### src/pkg/mtr_pkg.sv
package mtr_pkg;
    // Register byte offsets
    localparam logic [7:0] OFS_STATUS      = 8'h0B;
    localparam logic [7:0] OFS_TEMP_LOW    = 8'h14;
    localparam logic [7:0] OFS_TEMP_HIGH   = 8'h15;
    localparam logic [7:0] OFS_RESTART     = 8'h1F;
    localparam logic [7:0] OFS_MLIM_LOW    = 8'h20;
    localparam logic [7:0] OFS_MLIM_HIGH   = 8'h21;
    localparam logic [7:0] OFS_MHOLD       = 8'h22;
    localparam logic [7:0] OFS_SLIM_LOW    = 8'h23;
    localparam logic [7:0] OFS_SLIM_HIGH   = 8'h24;
    localparam logic [7:0] OFS_SHOLD_LOW   = 8'h25;
    localparam logic [7:0] OFS_SHOLD_HIGH  = 8'h26;
    localparam logic [7:0] OFS_DETECT_CTL  = 8'h27;
    // Key byte that triggers a software restart
    localparam logic [7:0] RESTART_KEY     = 8'h52;
    // Reset values
    localparam logic [7:0] RST_BYTE        = 8'h00;
    // Field positions and widths
    localparam int         BIT_MOTION_ON   = 0;
    localparam int         BIT_STILL_ON    = 2;
    localparam int         BIT_MOTION_FLAG = 4;
    localparam int         BIT_STILL_FLAG  = 5;
    localparam int         LIM_HIGH_W      = 3;
    localparam int         SAMPLE_W        = 12;
    // Quiet time after a restart: 0.5 ms at 250 MHz, rounded down
    localparam int         RESTART_WAIT_NS = 500000;
    localparam int         CLK_PERIOD_NS   = 4;
    localparam int         RESTART_CYCLES  = RESTART_WAIT_NS / CLK_PERIOD_NS;
    localparam int         WAIT_W          = 17;

    // Restart sequencing
    typedef enum logic {
        MTR_RUN,
        MTR_RESTART_WAIT
    } mtr_mode_e;

    // All state of the block
    typedef struct packed {
        mtr_mode_e          mode;
        logic [WAIT_W-1:0]  wait_cnt;
        logic [7:0]         mlim_low;
        logic [2:0]         mlim_high;
        logic [7:0]         mhold;
        logic [7:0]         slim_low;
        logic [2:0]         slim_high;
        logic [15:0]        shold;
        logic [7:0]         detect_ctl;
        logic [11:0]        temp;
        logic [7:0]         mcnt;
        logic [15:0]        scnt;
        logic               motion_flag;
        logic               still_flag;
        logic [7:0]         rdata;
        logic               rvalid;
        logic               int_oe_n;
        logic               standby;
    } mtr_state_s;
endpackage
### src/design/mtr_regs.sv
module mtr_regs #(
    parameter logic [mtr_pkg::WAIT_W-1:0] RESTART_CYCLES =
        mtr_pkg::RESTART_CYCLES[mtr_pkg::WAIT_W-1:0]   // Quiet time in clocks
) (
    input  wire logic                          sys_clk,       // 250 MHz clock
    input  wire logic                          rst,           // Synchronous reset
    input  wire logic                          ce,            // Clock enable
    input  wire logic                          reg_wr,        // Register write strobe
    input  wire logic                          reg_rd,        // Register read strobe
    input  wire logic [7:0]                    reg_addr,      // Register byte offset
    input  wire logic [7:0]                    reg_wdata,     // Write data
    output logic      [7:0]                    reg_rdata,     // Read data
    output logic                               reg_rvalid,    // Read data valid
    input  wire logic                          sample_valid,  // One pulse per output sample
    input  wire logic [mtr_pkg::SAMPLE_W-1:0]  axis_x,        // Signed axis samples
    input  wire logic [mtr_pkg::SAMPLE_W-1:0]  axis_y,
    input  wire logic [mtr_pkg::SAMPLE_W-1:0]  axis_z,
    input  wire logic [mtr_pkg::SAMPLE_W-1:0]  temp_sample,   // Signed temperature
    input  wire logic                          wake_mode,     // Wake-up mode active
    output logic                               motion_flag,   // Status bit 4
    output logic                               stillness_flag,// Status bit 5
    output logic                               int_out,       // Interrupt pin level
    output logic                               int_oe_n,      // Pin enable, low drives
    output logic                               standby,       // Sensor in standby
    output logic                               restart_busy   // Quiet time running
);
    import mtr_pkg::*;

    mtr_state_s cur_ff;   // Registered state
    mtr_state_s nxt_st;   // Next state

    // Magnitudes of the three axes; -2048 negates to 12'h800, read unsigned as 2048
    logic [SAMPLE_W-1:0] mag [3];
    logic [2:0]          above;   // Axis above motion limit
    logic [2:0]          below;   // Axis below stillness limit
    logic [10:0]         motion_limit;
    logic [10:0]         still_limit;
    logic [SAMPLE_W-1:0] axis_in [3];

    assign axis_in[0] = axis_x;
    assign axis_in[1] = axis_y;
    assign axis_in[2] = axis_z;
    assign motion_limit = {cur_ff.mlim_high, cur_ff.mlim_low};
    assign still_limit  = {cur_ff.slim_high, cur_ff.slim_low};

    // Per-axis magnitude and compare
    for (genvar i = 0; i < 3; i++) begin : g_axis
        assign mag[i]   = axis_in[i][SAMPLE_W-1] ? SAMPLE_W'(-axis_in[i]) : axis_in[i];
        assign above[i] = mag[i] > {1'b0, motion_limit};
        assign below[i] = mag[i] < {1'b0, still_limit};
    end

    logic        act_on;        // Motion detection enabled
    logic        still_on;      // Stillness detection enabled
    logic        act_qual;      // Sample qualifies for motion
    logic        still_qual;    // Sample qualifies for stillness
    logic [7:0]  act_target;    // Effective motion hold count
    logic [15:0] still_target;  // Effective stillness hold count
    logic        bus_ok;        // Bus accepted outside quiet time
    logic        restart_hit;   // Key byte written to restart register
    logic        status_rd;     // Status read acknowledges flags
    logic        act_event;
    logic        still_event;
    logic [7:0]  act_next_cnt;
    logic [15:0] still_next_cnt;

    assign act_on      = cur_ff.detect_ctl[BIT_MOTION_ON];
    assign still_on    = cur_ff.detect_ctl[BIT_STILL_ON];
    assign act_qual    = |above;
    assign still_qual  = &below;
    // Zero behaves as one; wake-up mode needs only one sample
    assign act_target  = (wake_mode || cur_ff.mhold == 8'h00) ? 8'h01
                                                              : cur_ff.mhold;
    assign still_target = (cur_ff.shold == 16'h0000) ? 16'h0001 : cur_ff.shold;
    assign bus_ok      = cur_ff.mode == MTR_RUN;
    assign restart_hit = bus_ok && reg_wr && reg_addr == OFS_RESTART
                         && reg_wdata == RESTART_KEY;
    assign status_rd   = bus_ok && reg_rd && reg_addr == OFS_STATUS;
    // Counters saturate at their target so long runs never wrap
    assign act_next_cnt   = (cur_ff.mcnt >= act_target) ? act_target
                                                        : 8'(cur_ff.mcnt + 8'h01);
    assign still_next_cnt = (cur_ff.scnt >= still_target) ? still_target
                                                          : 16'(cur_ff.scnt + 16'h0001);
    assign act_event   = sample_valid && act_on && act_qual && act_next_cnt >= act_target;
    assign still_event = sample_valid && still_on && still_qual
                         && still_next_cnt >= still_target;

    // Next-state logic
    always_comb begin
        nxt_st        = cur_ff;
        nxt_st.rvalid = 1'b0;
        // Temperature tracks the newest sample
        if (sample_valid) begin
            nxt_st.temp = temp_sample;
        end
        // Hold counters step once per sample, restart on a miss
        if (!act_on) begin
            nxt_st.mcnt = 8'h00;
        end else if (sample_valid) begin
            nxt_st.mcnt = act_qual ? act_next_cnt : 8'h00;
        end
        if (!still_on) begin
            nxt_st.scnt = 16'h0000;
        end else if (sample_valid) begin
            nxt_st.scnt = still_qual ? still_next_cnt : 16'h0000;
        end
        // Status read clears flags; a same-cycle event wins
        if (status_rd) begin
            nxt_st.motion_flag = 1'b0;
            nxt_st.still_flag  = 1'b0;
        end
        if (act_event) begin
            nxt_st.motion_flag = 1'b1;
        end
        if (still_event) begin
            nxt_st.still_flag = 1'b1;
        end
        // Register reads
        if (bus_ok && reg_rd) begin
            nxt_st.rvalid = 1'b1;
            case (reg_addr)
                OFS_STATUS:     nxt_st.rdata = {2'b00, cur_ff.still_flag,
                                                cur_ff.motion_flag, 4'h0};
                OFS_TEMP_LOW:   nxt_st.rdata = cur_ff.temp[7:0];
                OFS_TEMP_HIGH:  nxt_st.rdata = {{4{cur_ff.temp[11]}},
                                                cur_ff.temp[11:8]};
                OFS_MLIM_LOW:   nxt_st.rdata = cur_ff.mlim_low;
                OFS_MLIM_HIGH:  nxt_st.rdata = {5'h00, cur_ff.mlim_high};
                OFS_MHOLD:      nxt_st.rdata = cur_ff.mhold;
                OFS_SLIM_LOW:   nxt_st.rdata = cur_ff.slim_low;
                OFS_SLIM_HIGH:  nxt_st.rdata = {5'h00, cur_ff.slim_high};
                OFS_SHOLD_LOW:  nxt_st.rdata = cur_ff.shold[7:0];
                OFS_SHOLD_HIGH: nxt_st.rdata = cur_ff.shold[15:8];
                OFS_DETECT_CTL: nxt_st.rdata = cur_ff.detect_ctl;
                // Restart register and unmapped offsets read zero
                default:        nxt_st.rdata = RST_BYTE;
            endcase
        end
        // Register writes
        if (bus_ok && reg_wr) begin
            case (reg_addr)
                OFS_MLIM_LOW:   nxt_st.mlim_low   = reg_wdata;
                OFS_MLIM_HIGH:  nxt_st.mlim_high  = reg_wdata[LIM_HIGH_W-1:0];
                OFS_MHOLD:      nxt_st.mhold      = reg_wdata;
                OFS_SLIM_LOW:   nxt_st.slim_low   = reg_wdata;
                OFS_SLIM_HIGH:  nxt_st.slim_high  = reg_wdata[LIM_HIGH_W-1:0];
                OFS_SHOLD_LOW:  nxt_st.shold[7:0] = reg_wdata;
                OFS_SHOLD_HIGH: nxt_st.shold[15:8] = reg_wdata;
                OFS_DETECT_CTL: nxt_st.detect_ctl = reg_wdata;
                default:        ;
            endcase
        end
        // Restart sequencing
        case (cur_ff.mode)
            MTR_RUN: begin
                if (restart_hit) begin
                    // Everything settable goes back to reset, pins released
                    nxt_st             = '0;
                    nxt_st.mode        = MTR_RESTART_WAIT;
                    nxt_st.wait_cnt    = RESTART_CYCLES;
                    nxt_st.temp        = cur_ff.temp;
                    nxt_st.int_oe_n    = 1'b1;
                    nxt_st.standby     = 1'b1;
                end
            end
            MTR_RESTART_WAIT: begin
                // Bus is ignored until the quiet time is over
                nxt_st.wait_cnt = WAIT_W'(cur_ff.wait_cnt - 1'b1);
                if (cur_ff.wait_cnt <= 1) begin
                    nxt_st.mode = MTR_RUN;
                end
            end
            default: nxt_st.mode = MTR_RUN;
        endcase
    end

    // State register
    always_ff @(posedge sys_clk) begin
        if (rst) begin
            cur_ff          <= '0;
            cur_ff.int_oe_n <= 1'b1;
            cur_ff.standby  <= 1'b1;
        end else if (ce) begin
            cur_ff <= nxt_st;
        end
    end

    // Outputs straight from the state register, except int_out, which is tied to zero
    assign reg_rdata      = cur_ff.rdata;
    assign reg_rvalid     = cur_ff.rvalid;
    assign motion_flag    = cur_ff.motion_flag;
    assign stillness_flag = cur_ff.still_flag;
    // No interrupt mapping here: the keeper holds the pin low
    assign int_out        = 1'b0;
    assign int_oe_n       = cur_ff.int_oe_n;
    assign standby        = cur_ff.standby;
    assign restart_busy   = cur_ff.mode == MTR_RESTART_WAIT;
endmodule // mtr_regs

### config.mk
export PLATFORM = sky130hd
export DESIGN_NAME = mtr_regs
export DESIGN_NICKNAME = d
export VERILOG_FILES = /design/src/pkg/mtr_pkg.sv /design/src/design/mtr_regs.sv
export SDC_FILE = /design/constraint.sdc
export NUM_CORES = 1
export LEC_CHECK = 0
export BUFFER_PORTS_ARGS = -buffer_cell sky130_fd_sc_hd__buf_2
export CORE_MARGIN = 2
export CORE_UTILIZATION = 29
export DETAILED_ROUTE_END_ITERATION = 6
export PLACE_DENSITY = 0.49
export SETUP_SLACK_MARGIN = 0.05
export SLEW_MARGIN = 10
export SYNTH_ARGS = -nofsm -noshare
export SYNTH_HDL_FRONTEND = slang
export SYNTH_SLANG_ARGS = --single-unit
### constraint.sdc
create_clock -name sys_clk -period 4.5 [get_ports sys_clk]
set_input_delay 0.45 -clock sys_clk [delete_from_list [all_inputs] [get_ports sys_clk]]
set_output_delay 0.45 -clock sys_clk [all_outputs]
set_load 0.03 [all_outputs]
==> impl_metrics.tcl <==
set metrics [dict create \
    track_usage 0.170 \
    hold_viol 0 \
    setup_tns_ns 0 \
    busiest_layer "met2" \
    slew_headroom 0.375 \
    cts.clk_slew.worst_paths_ns 0.06 \
    hp-class "input pin to flop" \
    crit_arrival_ns 4.30 \
    grt_max_degree 33 \
    p_leak_nw 4.30 \
    required_ns 4.78 \
    fin_hold_ws_ns 0.255 \
    ir_drop_uv 243 \
    use_met3 0.0297 \
    synth_area_leader_cell "dfxtp_1" \
    wirelength_um 27900 \
    routabilityCongestion 0.819 \
    core_um2 31300 \
    dr.pass1.iters 5 \
    drt_iter0_markers 478 \
    insertion_delay_ns 0.42 \
    worst_setup_path_start_kind "flop" \
    detail-route-antenna-nets 0 \
    ios 86 \
    synthCells 1091 \
    worst_slew_pin_slew_ns 0.938 \
    dieWidth_um 182 \
    numPortBuffers 82 \
    fill_cells 3302 \
    grt_pass1_vias 7755 \
    seq_area_frac_synth 0.260 \
    clock-sinks 119 \
    num-nets-final 1339 \
    synth_edf_count 0 \
    groute.layer.met2.usage 0.269 \
    final_core_util 0.337 \
    period_needed_ns 4.03 \
    die_h_um 182 \
    clock.fmax_ghz 0.248 \
    synth_common_cells "119 x dfxtp_1, 118 x ha_1, 88 x nor2_1" \
    regArea_um2 2380 \
    powerDensity_nw_per_um2 273 \
    post-route-period-util 0.895 \
    critPathMaxFanout 16 \
    postCtsSetupBuffers 0 \
    overflow 0 \
    clk_path_buf_depth 2 \
    synth-seq-cells 119 \
    yosysTopAreaCellShare 0.260 \
    setup_violations 0 \
    design_area_um2 10500 \
    syn-cell-area_um2 9160 \
    dp_hpwl_um 21600 \
    multi_input_area_um2 6240 \
    cap_violations 0 \
    critical_path.endpoint_type "flop" \
    antenna_found_initial 0 \
    area_delta_synth_final_pct 15.2 \
    ys_warn_count 0 \
    path_class "flop to flop" \
    initial_core_util 0.293 \
    drive_above_1_share 0.142 \
    drc 0 \
    antenna_cells 0 \
    clock_skew_ns 0.00822 \
    cts_made_buffers 17 \
    synth.area.top_cells "dfxtp_1 26%, ha_1 16%, mux2i_1 6.8%" \
    grt_use_met1 0.237 \
    final_max_slew_viol_count 0 \
    synthArstFlopShare 0 \
    wl_per_cell_um 17.8 \
    ys_dominant_reg_cell "dfxtp_1" \
    placementRows 65 \
    cts-htree-levels 4 \
    via_per_inst 5.16 \
    synth_area_per_cell_um2 8.39 \
    grt_pass1_wl_um 43700 \
    ctsRootBufferMaster "clkbuf_16" \
    yosysMostFrequentCell "dfxtp_1" \
    outcome "finished clean" \
    placed_cell_area_um2 9920 \
    vias 8083 \
    die_area_um2 33000 \
    ys_types 74 \
    rsz0062_at_grt "no" \
    cts_tree "built" \
]
==> worst max-delay path, stage by stage (launching register included) <==
cell	delay (ns)
dfxtp_1	0.35
nor4_1	0.36
a41oi_1	0.19
inv_1	0.14
ha_1	0.23
nand2b_1	0.14
a211oi_1	0.21
o21ai_0	0.14
a41oi_2	0.21
buf_6	0.25
mux2i_1	0.26
ha_1	0.25
nand2b_1	0.13
a21o_1	0.17
a2111oi_1	0.39
o21bai_1	0.12
a41oi_1	0.23
o21ai_0	0.10
==> layout make-up <==
cell class	count	area share
Tap cell	402	0.0477
Timing Repair Buffer	94	0.0490
Sequential cell	119	0.226
Inverter	74	0.0263
Multi-Input combinational cell	844	0.592
Clock buffer	19	0.0429
Clock inverter	13	0.0163
==> cells in the final DEF, fill, tap and decap left out, types with 10 or more instances in the layout <==
| master | n |
|---|---|
| a21oi_1 | 64 |
| a221oi_1 | 10 |
| mux2_2 | 12 |
| buf_2 | 82 |
| xnor2_1 | 37 |
| nand2_1 | 85 |
| o31ai_1 | 17 |
| nand3_1 | 43 |
| nand4_1 | 20 |
| clkbuf_16 | 17 |
| or3_1 | 11 |
| nor2_1 | 88 |
| buf_4 | 10 |
| mux2i_1 | 62 |
| nor3_1 | 10 |
| o21ai_0 | 50 |
| xor2_1 | 24 |
| o211ai_1 | 10 |
| nand2b_1 | 19 |
| a21o_1 | 14 |
| ha_1 | 118 |
| dfxtp_1 | 119 |
| inv_1 | 74 |
==> sequential cells by signal, summed over array words and instances, names as in the netlist <==
signal / flops
act_on: 1
cur_ff: 106
motion_flag: 1
reg_rdata: 8
reg_rvalid: 1
restart_busy: 1
stillness_flag: 1
==> cells by family (layout without fill, tap and decap cells) <==
logic type / after synthesis / count (layout) / synth area share
AO/OA/AOI/OAI: 236 / 236 / 0.171
multiplexers: 77 / 77 / 0.0899
XOR/XNOR: 61 / 61 / 0.0583
AND/OR/NAND/NOR: 349 / 349 / 0.199
flip-flops: 119 / 119 / 0.260
other: 2 / 3 / 0.000820
adder cells (fa/ha/maj): 118 / 118 / 0.161
buffers and inverters: 129 / 200 / 0.0602
==> through the flow <==
step / cells / setup slack [ns] / total power [mW]
final: 1565 / 0.474 / 2.88
after global routing: 1565 / 0.0675 / 3.00
after CTS: 1565 / 0.410 / 2.91
after detailed placement: 1533 / 0.442 / 1.47
after global placement: 1533 / 0.523 / 1.46
after floorplan: 1092 / 0.639 / 1.34
==> worst paths after layout <==
| check | from | endpoint | slack [ns] | depth (start not counted) |
|---|---|---|---|---|
| worst min-delay path | temp_sample[6] | cur_ff[43] | 0.25 | 3 |
| worst max register to register | cur_ff[60] | stillness_flag | 0.47 | 17 |
| worst min register to register | cur_ff[96] | cur_ff[96] | 0.47 | 2 |
| worst max-delay path | cur_ff[60] | stillness_flag | 0.47 | 17 |
==> what timing repair did <==
action / in CTS / in global routing
hold buffers: 0 / 0
hold endpoints to repair: 0 / 0
resized for setup: 0 / 2
endpoints found under the setup margin: 0 / 1
==> per-layer routing <==
metal / part of all wire / routed length [um]
met1: 0.49 / 13800
met2: 0.45 / 12500
met3: 0.042 / 1170
met4: 0.017 / 469
met5: 0 / 0
==> where the power goes <==
part | switching, mW | internal [mW]
Sequential | 0.00657 | 1.06
Combinational | 0.230 | 0.145
Clock | 0.528 | 0.906
Total | 0.764 | 2.12
Note: power is estimated with default switching activity, not from simulation.
